`src/hw/ccpbt_map.svh`:
```
// Offsets, field positions, reset values and timings of the timing bank.
// Assumes a 125 MHz core clock; included by bare name.
// Summary of operation
// RULE1: Active register at offset 0x05, bank 0
// RULE2: Freewheel register at offset 0x05, bank 1
// RULE3: Active register resets to 0x4924
// RULE4: Freewheel register resets to 0x4924
// RULE5: Bit 15 reserved, always reads zero
// RULE6: Active dead codes at 14:12, 8:6, 2:0
// RULE7: Active blank codes at 11:9, 5:3
// RULE8: Freewheel dead codes at 14:12, 8:6, 2:0
// RULE9: Freewheel blank codes at 11:9, 5:3
// RULE10: Active dead code maps 375 ns..16 us
// RULE11: Active blank code maps 625 ns..16 us
// RULE12: Freewheel dead code uses same mapping
// RULE13: Software limits current for 16 us dead
// RULE14: Software limits current for 16 us blank
// RULE15: Per-bridge 2-bit selector picks timing set
// RULE16: Freewheel blank code uses active blank mapping
// RULE17: Dead time keeps both gates off
// RULE18: Overvoltage ignored during blank time
`ifndef CCPBT_MAP_SVH
`define CCPBT_MAP_SVH

`define CCPBT_CLK_NS      8
`define CCPBT_CYC(ns)     ((((ns) + `CCPBT_CLK_NS - 1) / `CCPBT_CLK_NS))
`define CCPBT_T375_NS     375
`define CCPBT_T625_NS     625
`define CCPBT_T1000_NS    1000
`define CCPBT_T1250_NS    1250
`define CCPBT_T1500_NS    1500
`define CCPBT_T2000_NS    2000
`define CCPBT_T3000_NS    3000
`define CCPBT_T4000_NS    4000
`define CCPBT_T16000_NS   16000

`define CCPBT_OFF_SEL     5'h04
`define CCPBT_OFF_SET2    5'h05
`define CCPBT_OFF_STATUS  5'h1e
`define CCPBT_SET2_RST    16'h4924
`define CCPBT_SET2_MASK   16'h7fff
`define CCPBT_SEL_RST     16'h0000
`define CCPBT_SEL_MASK    16'h00ff
`define CCPBT_RSVD_BIT    15

`define CCPBT_F_DEAD1     2:0
`define CCPBT_F_BLANK1    5:3
`define CCPBT_F_DEAD2     8:6
`define CCPBT_F_BLANK2    11:9
`define CCPBT_F_DEAD3     14:12
`define CCPBT_X_BLANK3    2:0
`define CCPBT_X_DEAD4     5:3
`define CCPBT_X_BLANK4    8:6
`define CCPBT_S_FAULT     3:0
`define CCPBT_S_HS        7:4
`define CCPBT_S_LS        11:8
`define CCPBT_S_PAD       4'h0

`endif

```
`src/hw/ccpbt_pkg.sv`:
```
// Types shared by the timing bank and its helpers.
// Constants live in ccpbt_map.svh.
package ccpbt_pkg;
  typedef logic [2:0] ccpbt_code_t;
  // Gray along off -> dead -> on
  typedef enum logic [1:0] {
    CCPBT_ST_OFF  = 2'b00,
    CCPBT_ST_DEAD = 2'b01,
    CCPBT_ST_ON   = 2'b11
  } ccpbt_state_t;
  typedef enum logic [1:0] {
    CCPBT_CMD_OFF  = 2'b00,
    CCPBT_CMD_LS   = 2'b01,
    CCPBT_CMD_HS   = 2'b10,
    CCPBT_CMD_RSVD = 2'b11
  } ccpbt_cmd_t;
endpackage : ccpbt_pkg

```
`src/hw/ccpbt_code_lut.sv`:
```
// Code to cycle-count table for dead or blank time.
// Purely combinational; caller registers the result via a timer.
`timescale 1ns/1ps
`include "ccpbt_map.svh"
module ccpbt_code_lut
  import ccpbt_pkg::*;
#(
  parameter int CNT_W = 11,
  parameter bit BLANK = 1'b0
) (
  input  wire ccpbt_code_t      code,
  output logic [CNT_W-1:0]      cycles
);
  // Least times, rounded up to whole cycles
  function automatic logic [CNT_W-1:0] lut_cycles(input logic b,
                                                  input ccpbt_code_t c);
    case (c)
      3'h0: lut_cycles = b ? CNT_W'(`CCPBT_CYC(`CCPBT_T625_NS))
                           : CNT_W'(`CCPBT_CYC(`CCPBT_T375_NS));
      3'h1: lut_cycles = b ? CNT_W'(`CCPBT_CYC(`CCPBT_T1000_NS))
                           : CNT_W'(`CCPBT_CYC(`CCPBT_T625_NS));
      3'h2: lut_cycles = b ? CNT_W'(`CCPBT_CYC(`CCPBT_T1250_NS))
                           : CNT_W'(`CCPBT_CYC(`CCPBT_T1000_NS));
      3'h3: lut_cycles = CNT_W'(`CCPBT_CYC(`CCPBT_T1500_NS));
      3'h4: lut_cycles = CNT_W'(`CCPBT_CYC(`CCPBT_T2000_NS));
      3'h5: lut_cycles = CNT_W'(`CCPBT_CYC(`CCPBT_T3000_NS));
      3'h6: lut_cycles = CNT_W'(`CCPBT_CYC(`CCPBT_T4000_NS));
      default: lut_cycles = CNT_W'(`CCPBT_CYC(`CCPBT_T16000_NS));
    endcase
  endfunction : lut_cycles

  // Same table serves both banks
  assign cycles = lut_cycles(BLANK, code); // RULE10 RULE11 RULE12 RULE16
endmodule : ccpbt_code_lut

```
`src/hw/ccpbt_timer.sv`:
```
// Loadable down counter used for dead and blank windows.
// done is high once the loaded count has run out.
`timescale 1ns/1ps
module ccpbt_timer #(
  parameter int CNT_W = 11
) (
  input  wire logic             clk,
  input  wire logic             rst,
  input  wire logic             ce,
  input  wire logic             load,
  input  wire logic [CNT_W-1:0] load_val,
  output logic                  done
);
  logic [CNT_W-1:0] cnt_reg;
  logic [CNT_W-1:0] cnt_next;

  // Load wins over counting
  always_comb begin
    cnt_next = cnt_reg;
    if (load) begin
      cnt_next = load_val;
    end else if (cnt_reg != '0) begin
      cnt_next = cnt_reg - CNT_W'(1);
    end
  end

  always_ff @(posedge clk or posedge rst) begin
    if (rst) begin
      cnt_reg <= '0;
    end else if (ce) begin
      cnt_reg <= cnt_next;
    end
  end

  assign done = (cnt_reg == '0);
endmodule : ccpbt_timer

```
`src/hw/ccpbt_top.sv`:
```
// Timing set 2 registers plus per-bridge dead and blank sequencing.
// Assumes a synchronous register port and synchronous bridge inputs.
// Sets 3 and 4 partial codes arrive from a neighbouring bank.
`timescale 1ns/1ps
`include "ccpbt_map.svh"
module ccpbt_top
  import ccpbt_pkg::*;
#(
  parameter int N_HB  = 4,
  parameter int CNT_W = 11
) (
  input  wire logic              clk,
  input  wire logic              rst,
  input  wire logic              ce,
  input  wire logic              bank_sel,
  input  wire logic [4:0]        addr,
  input  wire logic [15:0]       wr_data,
  input  wire logic              wr_en,
  input  wire logic              rd_en,
  output logic      [15:0]       rd_data,
  input  wire logic [2*N_HB-1:0] bridge_cmd,
  input  wire logic [N_HB-1:0]   fw_sel,
  input  wire logic [8:0]        act_ext_codes,
  input  wire logic [8:0]        fw_ext_codes,
  input  wire logic [N_HB-1:0]   ds_ov,
  output logic      [N_HB-1:0]   gate_hs,
  output logic      [N_HB-1:0]   gate_ls,
  output logic      [N_HB-1:0]   ds_fault
);

  ////////////////////////////////////////////////////////////////////////
  // Register bank
  logic [15:0] act_reg;
  logic [15:0] act_next;
  logic [15:0] fw_reg;
  logic [15:0] fw_next;
  logic [15:0] sel_reg;
  logic [15:0] sel_next;
  logic [15:0] rd_reg;
  logic [15:0] rd_next;
  logic [15:0] status;
  logic [N_HB-1:0] hs_q;
  logic [N_HB-1:0] ls_q;
  logic [N_HB-1:0] flt_q;

  // Live bridge state, visible to software
  assign status = {`CCPBT_S_PAD, ls_q, hs_q, flt_q};

  // Writes decode by offset, then by bank
  always_comb begin
    act_next = act_reg;
    fw_next  = fw_reg;
    sel_next = sel_reg;
    if (wr_en) begin
      if (addr == `CCPBT_OFF_SEL) begin
        sel_next = wr_data & `CCPBT_SEL_MASK; // RULE15
      end else if (addr == `CCPBT_OFF_SET2) begin
        if (!bank_sel) begin
          act_next = wr_data & `CCPBT_SET2_MASK; // RULE1 RULE5 RULE6 RULE7
        end else begin
          fw_next = wr_data & `CCPBT_SET2_MASK; // RULE2 RULE5 RULE8 RULE9
        end
      end
    end
  end

  // Read data shows only in the cycle after the strobe
  always_comb begin
    rd_next = 16'h0000;
    if (rd_en) begin
      if (addr == `CCPBT_OFF_SEL) begin
        rd_next = sel_reg;
      end else if (addr == `CCPBT_OFF_SET2) begin
        rd_next = bank_sel ? fw_reg : act_reg; // RULE1 RULE2
      end else if (addr == `CCPBT_OFF_STATUS) begin
        rd_next = status;
      end else begin
        rd_next = 16'h0000;
      end
    end
  end

  // Reset values; ce low freezes everything
  always_ff @(posedge clk or posedge rst) begin
    if (rst) begin
      act_reg <= `CCPBT_SET2_RST; // RULE3
      fw_reg  <= `CCPBT_SET2_RST; // RULE4
      sel_reg <= `CCPBT_SEL_RST;
      rd_reg  <= 16'h0000;
    end else if (ce) begin
      act_reg <= act_next;
      fw_reg  <= fw_next;
      sel_reg <= sel_next;
      rd_reg  <= rd_next;
    end
  end

  assign rd_data  = rd_reg;
  assign gate_hs  = hs_q;
  assign gate_ls  = ls_q;
  assign ds_fault = flt_q;

  // Pick one of four set codes by selector
  function automatic ccpbt_code_t pick_code(input ccpbt_code_t c1,
                                            input ccpbt_code_t c2,
                                            input ccpbt_code_t c3,
                                            input ccpbt_code_t c4,
                                            input logic [1:0] s);
    case (s)
      2'h0: pick_code = c1;
      2'h1: pick_code = c2;
      2'h2: pick_code = c3;
      default: pick_code = c4;
    endcase
  endfunction : pick_code

  ////////////////////////////////////////////////////////////////////////
  // Register assertions
  property p_act_wr;
    @(posedge clk) disable iff (rst)
    (ce && wr_en && addr == `CCPBT_OFF_SET2 && !bank_sel)
      |=> act_reg == ($past(wr_data) & `CCPBT_SET2_MASK);
  endproperty
  a_act_wr: assert property (p_act_wr) // RULE1
    else $error("active set 2 write not stored");

  property p_fw_wr;
    @(posedge clk) disable iff (rst)
    (ce && wr_en && addr == `CCPBT_OFF_SET2 && bank_sel)
      |=> fw_reg == ($past(wr_data) & `CCPBT_SET2_MASK)
          && act_reg == $past(act_reg);
  endproperty
  a_fw_wr: assert property (p_fw_wr) // RULE2
    else $error("freewheel set 2 write wrong bank");

  property p_act_rst;
    @(posedge clk) disable iff (rst)
    $past(rst) |-> act_reg == `CCPBT_SET2_RST;
  endproperty
  a_act_rst: assert property (p_act_rst) // RULE3
    else $error("active set 2 reset value wrong");

  property p_fw_rst;
    @(posedge clk) disable iff (rst)
    $past(rst) |-> fw_reg == `CCPBT_SET2_RST;
  endproperty
  a_fw_rst: assert property (p_fw_rst) // RULE4
    else $error("freewheel set 2 reset value wrong");

  property p_rsvd;
    @(posedge clk) disable iff (rst)
    (ce && rd_en && addr == `CCPBT_OFF_SET2)
      |=> rd_data[`CCPBT_RSVD_BIT] == 1'b0;
  endproperty
  a_rsvd: assert property (p_rsvd) // RULE5
    else $error("reserved bit reads one");

  property p_act_rd;
    @(posedge clk) disable iff (rst)
    (ce && rd_en && addr == `CCPBT_OFF_SET2 && !bank_sel)
      |=> rd_data == $past(act_reg) ##1 (!$past(ce) || $past(rd_en)
          || rd_data == 16'h0000);
  endproperty
  a_act_rd: assert property (p_act_rd) // RULE6 RULE7
    else $error("active set 2 readback wrong");

  property p_fw_rd;
    @(posedge clk) disable iff (rst)
    (ce && rd_en && addr == `CCPBT_OFF_SET2 && bank_sel)
      |=> rd_data == $past(fw_reg);
  endproperty
  a_fw_rd: assert property (p_fw_rd) // RULE8 RULE9
    else $error("freewheel set 2 readback wrong");

  property p_sel_wr;
    @(posedge clk) disable iff (rst)
    (ce && wr_en && addr == `CCPBT_OFF_SEL)
      |=> sel_reg == ($past(wr_data) & `CCPBT_SEL_MASK);
  endproperty
  a_sel_wr: assert property (p_sel_wr) // RULE15
    else $error("set selector write not stored");

  ////////////////////////////////////////////////////////////////////////
  // Per-bridge sequencing
  genvar b;
  generate
    for (b = 0; b < N_HB; b++) begin : g_hb
      ccpbt_state_t     st_reg;
      ccpbt_state_t     st_next;
      ccpbt_cmd_t       cmd;
      logic [1:0]       tgt_reg;
      logic [1:0]       tgt_next;
      logic             hs_reg;
      logic             hs_next;
      logic             ls_reg;
      logic             ls_next;
      logic             flt_reg;
      logic             flt_next;
      logic             cmd_on;
      logic             dead_load;
      logic             blank_load;
      logic             dead_done;
      logic             blank_done;
      logic [1:0]       sel;
      ccpbt_code_t      act_dead;
      ccpbt_code_t      act_blank;
      ccpbt_code_t      fw_dead;
      ccpbt_code_t      fw_blank;
      ccpbt_code_t      dead_code;
      ccpbt_code_t      blank_code;
      logic [CNT_W-1:0] dead_cyc;
      logic [CNT_W-1:0] blank_cyc;
      logic [CNT_W:0]   off_cnt_reg;
      logic [CNT_W-1:0] dead_len_reg;

      assign cmd = ccpbt_cmd_t'(bridge_cmd[2*b +: 2]);
      assign sel = sel_reg[2*b +: 2];

      // Bridge picks its own set
      assign act_dead  = pick_code(act_reg[`CCPBT_F_DEAD1],
                                   act_reg[`CCPBT_F_DEAD2],
                                   act_reg[`CCPBT_F_DEAD3],
                                   act_ext_codes[`CCPBT_X_DEAD4],
                                   sel); // RULE15 RULE6
      assign act_blank = pick_code(act_reg[`CCPBT_F_BLANK1],
                                   act_reg[`CCPBT_F_BLANK2],
                                   act_ext_codes[`CCPBT_X_BLANK3],
                                   act_ext_codes[`CCPBT_X_BLANK4],
                                   sel); // RULE15 RULE7
      assign fw_dead   = pick_code(fw_reg[`CCPBT_F_DEAD1],
                                   fw_reg[`CCPBT_F_DEAD2],
                                   fw_reg[`CCPBT_F_DEAD3],
                                   fw_ext_codes[`CCPBT_X_DEAD4],
                                   sel); // RULE15 RULE8
      assign fw_blank  = pick_code(fw_reg[`CCPBT_F_BLANK1],
                                   fw_reg[`CCPBT_F_BLANK2],
                                   fw_ext_codes[`CCPBT_X_BLANK3],
                                   fw_ext_codes[`CCPBT_X_BLANK4],
                                   sel); // RULE15 RULE9

      // Bank follows the bridge's fw_sel bit
      assign dead_code  = fw_sel[b] ? fw_dead : act_dead; // RULE1 RULE2
      assign blank_code = fw_sel[b] ? fw_blank : act_blank;

      ccpbt_code_lut #(.CNT_W(CNT_W), .BLANK(1'b0)) u_dead_lut (
        .code   (dead_code),
        .cycles (dead_cyc)
      );
      ccpbt_code_lut #(.CNT_W(CNT_W), .BLANK(1'b1)) u_blank_lut (
        .code   (blank_code),
        .cycles (blank_cyc)
      );
      ccpbt_timer #(.CNT_W(CNT_W)) u_dead_tmr (
        .clk      (clk),
        .rst      (rst),
        .ce       (ce),
        .load     (dead_load),
        .load_val (dead_cyc),
        .done     (dead_done)
      );
      ccpbt_timer #(.CNT_W(CNT_W)) u_blank_tmr (
        .clk      (clk),
        .rst      (rst),
        .ce       (ce),
        .load     (blank_load),
        .load_val (blank_cyc),
        .done     (blank_done)
      );

      // Reserved command code counts as off
      assign cmd_on = (cmd == CCPBT_CMD_LS) || (cmd == CCPBT_CMD_HS);

      // Every turn-on passes through a dead window first
      always_comb begin
        st_next    = st_reg;
        tgt_next   = tgt_reg;
        dead_load  = 1'b0;
        blank_load = 1'b0;
        case (st_reg)
          CCPBT_ST_OFF: begin
            if (cmd_on) begin
              st_next   = CCPBT_ST_DEAD;
              tgt_next  = cmd;
              dead_load = 1'b1; // RULE17
            end
          end
          CCPBT_ST_DEAD: begin
            if (!cmd_on) begin
              st_next = CCPBT_ST_OFF;
            end else if (cmd != tgt_reg) begin
              tgt_next  = cmd;
              dead_load = 1'b1; // RULE17
            end else if (dead_done) begin
              st_next    = CCPBT_ST_ON;
              blank_load = 1'b1; // RULE18
            end
          end
          CCPBT_ST_ON: begin
            if (!cmd_on) begin
              st_next = CCPBT_ST_OFF;
            end else if (cmd != tgt_reg) begin
              st_next   = CCPBT_ST_DEAD;
              tgt_next  = cmd;
              dead_load = 1'b1; // RULE17
            end
          end
          default: st_next = CCPBT_ST_OFF;
        endcase
        // Gates high only in ON, so never both at once
        hs_next = (st_next == CCPBT_ST_ON) && (tgt_next == CCPBT_CMD_HS);
        ls_next = (st_next == CCPBT_ST_ON) && (tgt_next == CCPBT_CMD_LS);
        // Overvoltage counts only after the blank window
        flt_next = (st_reg == CCPBT_ST_ON) && (st_next == CCPBT_ST_ON)
                   && blank_done && ds_ov[b]; // RULE18
      end

      always_ff @(posedge clk or posedge rst) begin
        if (rst) begin
          st_reg  <= CCPBT_ST_OFF;
          tgt_reg <= CCPBT_CMD_OFF;
          hs_reg  <= 1'b0;
          ls_reg  <= 1'b0;
          flt_reg <= 1'b0;
        end else if (ce) begin
          st_reg  <= st_next;
          tgt_reg <= tgt_next;
          hs_reg  <= hs_next;
          ls_reg  <= ls_next;
          flt_reg <= flt_next;
        end
      end

      assign hs_q[b]  = hs_reg;
      assign ls_q[b]  = ls_reg;
      assign flt_q[b] = flt_reg;

      // Watch logic: off span and armed dead length
      always_ff @(posedge clk or posedge rst) begin
        if (rst) begin
          off_cnt_reg  <= '0;
          dead_len_reg <= '0;
        end else if (ce) begin
          if (hs_reg || ls_reg) begin
            off_cnt_reg <= '0;
          end else if (!(&off_cnt_reg)) begin
            off_cnt_reg <= off_cnt_reg + (CNT_W+1)'(1);
          end
          if (dead_load) begin
            dead_len_reg <= dead_cyc;
          end
        end
      end

      property p_dead;
        @(posedge clk) disable iff (rst)
        $rose(hs_reg || ls_reg)
          |-> $past(off_cnt_reg) >= {1'b0, $past(dead_len_reg)};
      endproperty
      a_dead: assert property (p_dead) // RULE17 RULE10 RULE12
        else $error("gate turned on before dead time ran out");

      property p_excl;
        @(posedge clk) disable iff (rst)
        !(hs_reg && ls_reg) && (hs_reg == (st_reg == CCPBT_ST_ON
          && tgt_reg == CCPBT_CMD_HS));
      endproperty
      a_excl: assert property (p_excl) // RULE17
        else $error("gate pair overlap or stray gate");

      property p_blank;
        @(posedge clk) disable iff (rst)
        $rose(flt_reg)
          |-> $past(blank_done) && $past(ds_ov[b]) && (hs_reg || ls_reg);
      endproperty
      a_blank: assert property (p_blank) // RULE18 RULE11 RULE16
        else $error("overvoltage flagged inside blank window");

      property p_blank_first;
        @(posedge clk) disable iff (rst)
        (ce && blank_load) |=> !flt_reg;
      endproperty
      a_blank_first: assert property (p_blank_first) // RULE18
        else $error("fault raised at gate turn-on");
    end
  endgenerate

endmodule : ccpbt_top

```
`config.mk`:
```
export PLATFORM = sky130hd
export DESIGN_NAME = ccpbt_top
export DESIGN_NICKNAME = d
export VERILOG_FILES = /design/src/hw/ccpbt_pkg.sv /design/src/hw/ccpbt_code_lut.sv /design/src/hw/ccpbt_timer.sv /design/src/hw/ccpbt_top.sv
export VERILOG_INCLUDE_DIRS = /design/src /design/src/hw
export SDC_FILE = /design/constraint.sdc
export NUM_CORES = 1
export LEC_CHECK = 0
export BUFFER_PORTS_ARGS = -buffer_cell sky130_fd_sc_hd__buf_2
export CORE_MARGIN = 2
export CORE_UTILIZATION = 64
export CTS_CLUSTER_SIZE = 14
export DETAILED_ROUTE_END_ITERATION = 16
export PLACE_DENSITY = 0.93
export SLEW_MARGIN = 40
export SYNTH_ARGS = -nofsm -noshare
export SYNTH_HDL_FRONTEND = slang
export SYNTH_SLANG_ARGS = --single-unit
```
`constraint.sdc`:
```
create_clock -name clk -period 11.4 [get_ports clk]
set_clock_uncertainty 0.2 [all_clocks]
set_input_delay 1.71 -clock clk [delete_from_list [all_inputs] [get_ports clk]]
set_output_delay 1.71 -clock clk [all_outputs]
set_load 0.02 [all_outputs]
```
Word-level counts from Yosys, hierarchy flattened
Cells that the tools add are included.
{"block": "word_totals", "register_bits": 170, "out_inout_bits": 28, "input_bits": 61, "wordCells": 341}
{"block": "classes", "addsub": 8, "n_reduce_logical": 79, "n_bitwise": 2, "n_eq_ne": 91, "mux": 129}
{"op": "case mux 11 bit (7 select lines)", "count": 8}
{"op": "two-way mux 11 bit", "count": 16}
{"op": "case mux 3 bit (3 select lines)", "count": 16}
{"op": "logical NOT 11 bit", "count": 8}
{"op": "nonzero test 11 bit", "count": 8}
{"op": "subtractor 11 x 1 -> 11 bit (second input constant)", "count": 8}
{"op": "== test 3 bit (second input constant)", "count": 24}
{"op": "two-way mux 2 bit", "count": 36}
{"op": "two-way mux 15 bit", "count": 4}
{"op": "== test 3 x 2 -> 1 bit (second input constant)", "count": 16}
{"op": "== test 2 bit (second input constant)", "count": 20}
{"op": "== test 2 x 1 -> 1 bit (second input constant)", "count": 16}
{"op": "two-way mux 1 bit", "count": 28}
{"op": "== test 3 x 1 -> 1 bit (second input constant)", "count": 8}
{"op": "logical NOT 3 bit", "count": 8}
{"op": "two-way mux 3 bit", "count": 8}
{"op": "case mux 2 bit (3 select lines)", "count": 4}
{"op": "logical AND 1 bit", "count": 20}
{"op": "logical NOT 2 bit", "count": 8}
{"op": "case mux 2 bit (2 select lines)", "count": 4}
{"op": "AND reduction 2 bit", "count": 8}
{"op": "nonzero test 2 bit", "count": 8}
{"op": "two-way mux 12 bit", "count": 1}
{"op": "== test 5 x 3 -> 1 bit (second input constant)", "count": 2}
{"op": "8 further kinds", "count": 22}

Longest topological paths before layout
{"block": "logic_depth", "depth_word": 9, "mapped_depth": 10}

Hierarchy
A second synthesis with hierarchy kept.
{"block": "hier_totals", "hier_cells": 1248, "hier_area_um2": 12132.9}
{"mod": "ccpbt_timer", "area_each_um2": 738.2, "cells_per_inst": 81, "instances": 8, "seq_area_each_um2": 275.3}
{"mod": "ccpbt_top", "area_each_um2": 5536.6, "cells_per_inst": 484, "instances": 1, "seq_area_each_um2": 2039.5}
{"mod": "ccpbt_code_lut (g_hb[0].u_dead_lut ...)", "area_each_um2": 88.8, "cells_per_inst": 14, "instances": 4, "seq_area_each_um2": 0.0}
{"mod": "ccpbt_code_lut (g_hb[0].u_blank_lut ...)", "area_each_um2": 83.8, "cells_per_inst": 15, "instances": 4, "seq_area_each_um2": 0.0}

Least setup slack after synthesis
No wires, ideal clock.
{"block": "synth_path", "kind": "input -> register", "start": "in fw_sel[2]", "end": "reg g_hb[2].u_dead_tmr.cnt_reg[5]", "arrival_time_ns": 3.611, "n_path_buf": 2, "slack_ns": 7.465, "path_stages": 8, "path_cell_list": "clkbuf_1 -> buf_2 -> mux4_2 -> mux2i_1 -> xor2_1 -> nor2_1 -> o2bb2ai_1 -> o21bai_1"}
{"block": "synth_between", "elab_chain_cells": 4, "elab_cells_between_ends": 10}
{"item": "from (decl)", "line_no": "ccpbt_top.sv:22", "rtl": "input wire logic [N_HB-1:0] fw_sel,"}
{"item": "two-way mux 3 bit (*)", "line_no": "ccpbt_top.sv:242", "rtl": "assign dead_code = fw_sel[b] ? fw_dead : act_dead;"}
{"item": "== test 3 bit (tied with other cells)", "line_no": "ccpbt_code_lut.sv:17", "rtl": "case (c)"}
{"item": "case mux 11 bit (7 select lines) (*)", "line_no": "ccpbt_code_lut.sv:17"}
{"item": "two-way mux 11 bit (*)", "line_no": "ccpbt_timer.sv:20", "rtl": "if (load) begin"}
{"item": "to (signal assigned)", "line_no": "ccpbt_timer.sv:31", "rtl": "cnt_reg <= cnt_next;"}
{"item": "to (decl)", "line_no": "ccpbt_timer.sv:14", "rtl": "logic [CNT_W-1:0] cnt_reg;"}
Mark *: on every way between the ends. The rest lies on a longest branch, timed or not.
A chain may end at the register's enable or synchronous reset.

Worst setup path after layout
{"block": "layout_path", "start": "in addr[4]", "end": "reg fw_reg[6]"}
{"block": "layout_between", "elab_chain_cells": 3, "elab_cells_between_ends": 4}
{"item": "from (decl)", "line_no": "ccpbt_top.sv:16", "rtl": "input wire logic [4:0] addr,"}
{"item": "== test 5 x 3 -> 1 bit (no source line)"}
{"item": "NOT 1 bit (no source line)"}
{"item": "AND reduction 5 bit (no source line) (*)"}
{"item": "to (signal assigned)", "line_no": "ccpbt_top.sv:87", "rtl": "fw_reg <= `CCPBT_SET2_RST;"}
{"item": "to (signal assigned)", "line_no": "ccpbt_top.sv:92", "rtl": "fw_reg <= fw_next;"}
{"item": "to (decl)", "line_no": "ccpbt_top.sv:35", "rtl": "logic [15:0] fw_reg;"}
Marks and branches as above.

==> metrics.txt <==
# TYPE chip_impl_metric gauge
chip_impl_info{name="outcome",value="complete, no violations"} 1
chip_impl_metric{name="portion_of_synthesized_cell_area_occupied_by_the_leading_cell_type",unit=""} 0.349
chip_impl_info{name="cp-start-kind",value="primary input"} 1
chip_impl_info{name="timing.critical_path.to_type",value="register"} 1
chip_impl_metric{name="timing.reg2reg.setup_slack",unit="ps"} 7770
chip_impl_info{name="crit-reg2reg-launch",value="g_hb[0].u_dead_tmr.cnt_reg[0]$_DFFE_PP0P_"} 1
chip_impl_metric{name="timing.fmax",unit="MHz"} 251
chip_impl_metric{name="dieWidth",unit="um"} 137
chip_impl_info{name="cts_tree",value="done"} 1
chip_impl_metric{name="drive_gt1_frac",unit=""} 0.220
chip_impl_metric{name="drt_pass1_iterations",unit=""} 8
chip_impl_info{name="dominantRegCellSynth",value="sky130_fd_sc_hd__dfrtp_1"} 1
chip_impl_metric{name="final_slew_viol_count",unit=""} 0
chip_impl_metric{name="timing.final.hold_violations",unit=""} 0
chip_impl_metric{name="num_io_pins",unit=""} 89
chip_impl_metric{name="drtIter0Drc",unit=""} 1838
chip_impl_metric{name="die_area",unit="sq um"} 18900
chip_impl_metric{name="timing.final.crit_share",unit=""} 0.349
chip_impl_metric{name="final_antenna_net_count",unit=""} 0
chip_impl_metric{name="clock-sinks",unit=""} 169
chip_impl_metric{name="syn-instance-count",unit=""} 1205
chip_impl_metric{name="nNetsFinal",unit=""} 1309
chip_impl_metric{name="critical_path.max_fanout",unit=""} 16
chip_impl_metric{name="area_delta_synth_final",unit="%"} 9.51
chip_impl_info{name="r2r_end",value="g_hb[0].u_blank_tmr.cnt_reg[6]$_DFFE_PP0P_"} 1
chip_impl_metric{name="clock_edge_transition_at_the_registers_on_the_reported_setup_and_hold_paths",unit="ps"} 70
chip_impl_metric{name="stdcell_area",unit="sq um"} 12500
chip_impl_metric{name="postCtsSetupRepairBufs",unit=""} 0
chip_impl_info{name="worst-setup-path-type",value="primary input to register"} 1
chip_impl_metric{name="synth-seq-area-share",unit=""} 0.372
chip_impl_metric{name="synth-async-reset-ratio",unit=""} 1.00
chip_impl_metric{name="finalWeightedCongestion",unit=""} 0.977
chip_impl_metric{name="critical_path_required",unit="ps"} 11520
chip_impl_metric{name="worst_ir_drop_vdd",unit="mV"} 0.112
chip_impl_metric{name="max-slew-margin-rel",unit=""} 0.386
chip_impl_metric{name="ys_seq_elements",unit=""} 169
chip_impl_info{name="cp-endpoint",value="fw_reg[6]$_DFFE_PP0P_"} 1
chip_impl_metric{name="cts_resized",unit=""} 0
chip_impl_metric{name="post_synth_instance_area",unit="sq um"} 11400
chip_impl_metric{name="grt.overflow.total",unit=""} 0
chip_impl_metric{name="rr_worst_depth",unit=""} 8
chip_impl_metric{name="grt_util_all_layers",unit=""} 0.368
chip_impl_metric{name="cts_buffers",unit=""} 17
chip_impl_info{name="rsz0062_at_grt",value="false"} 1
chip_impl_metric{name="post_synth.cell_area_avg",unit="sq um"} 9.45
chip_impl_metric{name="wire_per_inst",unit="um"} 23.0
chip_impl_info{name="synth_area_leader_cell",value="sky130_fd_sc_hd__dfrtp_1"} 1
chip_impl_metric{name="tightest_slew",unit="ps"} 896
chip_impl_metric{name="synthDistinctLibCells",unit=""} 77
chip_impl_metric{name="drcViolationCount",unit=""} 0
chip_impl_metric{name="timing.final.setup_violations",unit=""} 0
chip_impl_metric{name="min_period",unit="ps"} 3980
chip_impl_metric{name="antenna_violations_before_repair",unit=""} 1
chip_impl_metric{name="vertical_die_dimension",unit="um"} 137
chip_impl_metric{name="synth.net_count",unit=""} 1274
chip_impl_metric{name="clk-insertion-delay-late",unit="ps"} 440
chip_impl_metric{name="grt_pass1_vias",unit=""} 10400
chip_impl_metric{name="setup_total_negative_slack",unit="ps"} 0
chip_impl_metric{name="routed-via-count",unit=""} 11000
chip_impl_info{name="clock_tree.root_cell",value="sky130_fd_sc_hd__clkbuf_16"} 1
chip_impl_metric{name="hpwl",unit="um"} 22500
chip_impl_info{name="synthMostInstantiatedCell",value="sky130_fd_sc_hd__dfrtp_1"} 1
chip_impl_metric{name="power_leakage",unit="nW"} 5.10
chip_impl_metric{name="finalWirelength",unit="um"} 34100
chip_impl_metric{name="synth_enable_flop_cells",unit=""} 0
chip_impl_metric{name="via_per_inst",unit=""} 7.46
chip_impl_metric{name="worst-endpoint-arrival",unit="ps"} 4100
chip_impl_metric{name="floorplan.initialDensity",unit=""} 0.656
chip_impl_metric{name="clock_path_buffers",unit=""} 2
chip_impl_info{name="timing.hold.worst.class",value="register to register"} 1
chip_impl_metric{name="rows",unit=""} 48
chip_impl_metric{name="port_buffers",unit=""} 86
chip_impl_info{name="crit_startpoint",value="addr[4]"} 1
chip_impl_metric{name="power_density",unit="nW/um^2"} 164
chip_impl_metric{name="ys_warn_count",unit=""} 0
chip_impl_info{name="post_synth_main_area_contributors",value="sky130_fd_sc_hd__dfrtp_1 35%, sky130_fd_sc_hd__mux4_2 9.3%, sky130_fd_sc_hd__mux2_2 5.6%"} 1
chip_impl_info{name="cell_types_with_the_highest_counts_after_synthesis",value="159 x sky130_fd_sc_hd__dfrtp_1, 99 x sky130_fd_sc_hd__o21ai_0, 91 x sky130_fd_sc_hd__nand2_1, 89 x sky130_fd_sc_hd__nor2_1, 82 x sky130_fd_sc_hd__a21oi_1"} 1
chip_impl_metric{name="dpl_cell_area",unit="sq um"} 11900
chip_impl_metric{name="floorplan.core_area",unit="sq um"} 17400
chip_impl_metric{name="grt_first_pass_wirelength",unit="um"} 53400
chip_impl_metric{name="grt_start_max_net_pins",unit=""} 98
chip_impl_metric{name="h-tree-depth",unit=""} 4
chip_impl_metric{name="cts_hold_repair.buffers",unit=""} 0
chip_impl_metric{name="cap_violations",unit=""} 0
[how the worst min path moves through the flow]
| stage | startpoint | endpoint | slack (ps) | cells past startpoint |
|---|---|---|---|---|
| after floorplan | g_hb[0].u_blank_tmr.cnt_reg[10]$_DFFE_PP0P_ | g_hb[0].u_blank_tmr.cnt_reg[10]$_DFFE_PP0P_ | 240 | 2 |
| after global placement | g_hb[0].u_blank_tmr.cnt_reg[10]$_DFFE_PP0P_ | g_hb[0].u_blank_tmr.cnt_reg[10]$_DFFE_PP0P_ | 250 | 2 |
| after detailed placement | g_hb[0].u_blank_tmr.cnt_reg[6]$_DFFE_PP0P_ | g_hb[0].u_blank_tmr.cnt_reg[6]$_DFFE_PP0P_ | 270 | 1 |
| after CTS | g_hb[0].u_blank_tmr.cnt_reg[6]$_DFFE_PP0P_ | g_hb[0].u_blank_tmr.cnt_reg[6]$_DFFE_PP0P_ | 290 | 1 |
| after global routing | g_hb[0].u_blank_tmr.cnt_reg[6]$_DFFE_PP0P_ | g_hb[0].u_blank_tmr.cnt_reg[6]$_DFFE_PP0P_ | 310 | 1 |
| final | g_hb[3].u_dead_tmr.cnt_reg[10]$_DFFE_PP0P_ | g_hb[3].u_dead_tmr.cnt_reg[10]$_DFFE_PP0P_ | 280 | 2 |
[power breakdown]
group	internal [mW]	leakage (nW)	switching, mW
Sequential	0.723	2.11	0.174
Combinational	0.254	2.72	0.313
Clock	0.314	0.276	0.263
Total	1.29	5.10	0.750
[metal layers]
metal	vias to the layer above	track usage	share of wire
li1	4667	-	-
met1	5185	0.471	0.35
met2	968	0.559	0.45
met3	216	0.106	0.13
met4	0	0.218	0.061
met5	-	0	0
[placed cells by master, fill, tap and decap left out, types with 8 or more instances in the layout]
cell type	Yosys	routed
sky130_fd_sc_hd__dfrtp_1	159	158
sky130_fd_sc_hd__o21ai_0	99	99
sky130_fd_sc_hd__nand2_1	91	91
sky130_fd_sc_hd__nor2_1	89	87
sky130_fd_sc_hd__buf_2	8	85
sky130_fd_sc_hd__a21oi_1	82	82
sky130_fd_sc_hd__mux2_2	57	57
sky130_fd_sc_hd__mux4_2	47	47
sky130_fd_sc_hd__nor3_1	47	46
sky130_fd_sc_hd__inv_1	40	38
sky130_fd_sc_hd__nand3_1	25	25
sky130_fd_sc_hd__mux2i_1	26	22
sky130_fd_sc_hd__nor4_1	22	22
sky130_fd_sc_hd__clkbuf_16	0	17
sky130_fd_sc_hd__a31oi_1	16	16
sky130_fd_sc_hd__o21ai_1	16	16
sky130_fd_sc_hd__nand2b_1	16	16
sky130_fd_sc_hd__or3_1	15	15
sky130_fd_sc_hd__o2bb2ai_1	15	15
sky130_fd_sc_hd__a211oi_1	17	14
sky130_fd_sc_hd__xnor2_1	13	13
sky130_fd_sc_hd__and3_1	11	11
sky130_fd_sc_hd__a22oi_1	10	10
sky130_fd_sc_hd__dfstp_2	10	10
sky130_fd_sc_hd__buf_4	14	10
sky130_fd_sc_hd__or4_1	9	9
sky130_fd_sc_hd__o31ai_1	9	9
sky130_fd_sc_hd__a22o_1	8	8
sky130_fd_sc_hd__nor2b_1	8	8
sky130_fd_sc_hd__and2_1	8	8
sky130_fd_sc_hd__a21o_1	8	8
sky130_fd_sc_hd__a221oi_1	8	8
sky130_fd_sc_hd__ha_1	8	8
[per-stage QoR]
stage | hold slack [ps] | instances | utilization | worst slack (ps) | total power [mW]
after floorplan | 238 | 1205 | - | 4930 | 1.27
after global placement | 253 | 1446 | 0.682 | 7100 | 1.38
after detailed placement | 267 | 1446 | 0.684 | 7030 | 1.43
after CTS | 286 | 1478 | 0.717 | 7440 | 2.01
after global routing | 306 | 1479 | 0.719 | 7460 | 2.12
final | 283 | 1479 | 0.719 | 7420 | 2.04
[worst max-delay path, stage by stage]
cell,delay (ps)
sky130_fd_sc_hd__buf_2,120
sky130_fd_sc_hd__nor4b_1,420
sky130_fd_sc_hd__and3_1,790
sky130_fd_sc_hd__nor3b_2,350
sky130_fd_sc_hd__buf_4,310
sky130_fd_sc_hd__mux2_2,380
[cell type report]
class,instances,area (sq um)
Sequential cell,169,4240
Clock buffer,19,453
Timing Repair Buffer,97,523
Inverter,40,158
Multi-Input combinational cell,915,6690
Antenna cell,1,2.50
Fill cell,1171,4880
Clock inverter,13,120
Tap cell,225,282
[kinds of logic after synthesis]
group,count (synthesis),synth area share
flops,169,0.372
compound gates,364,0.206
mux,130,0.172
simple gates,394,0.180
fa+ha+maj,8,0.00879
buf+inv,121,0.0460
other cells,1,0.000329
xor+xnor,18,0.0138
Power figures use the tool's default switching activity.
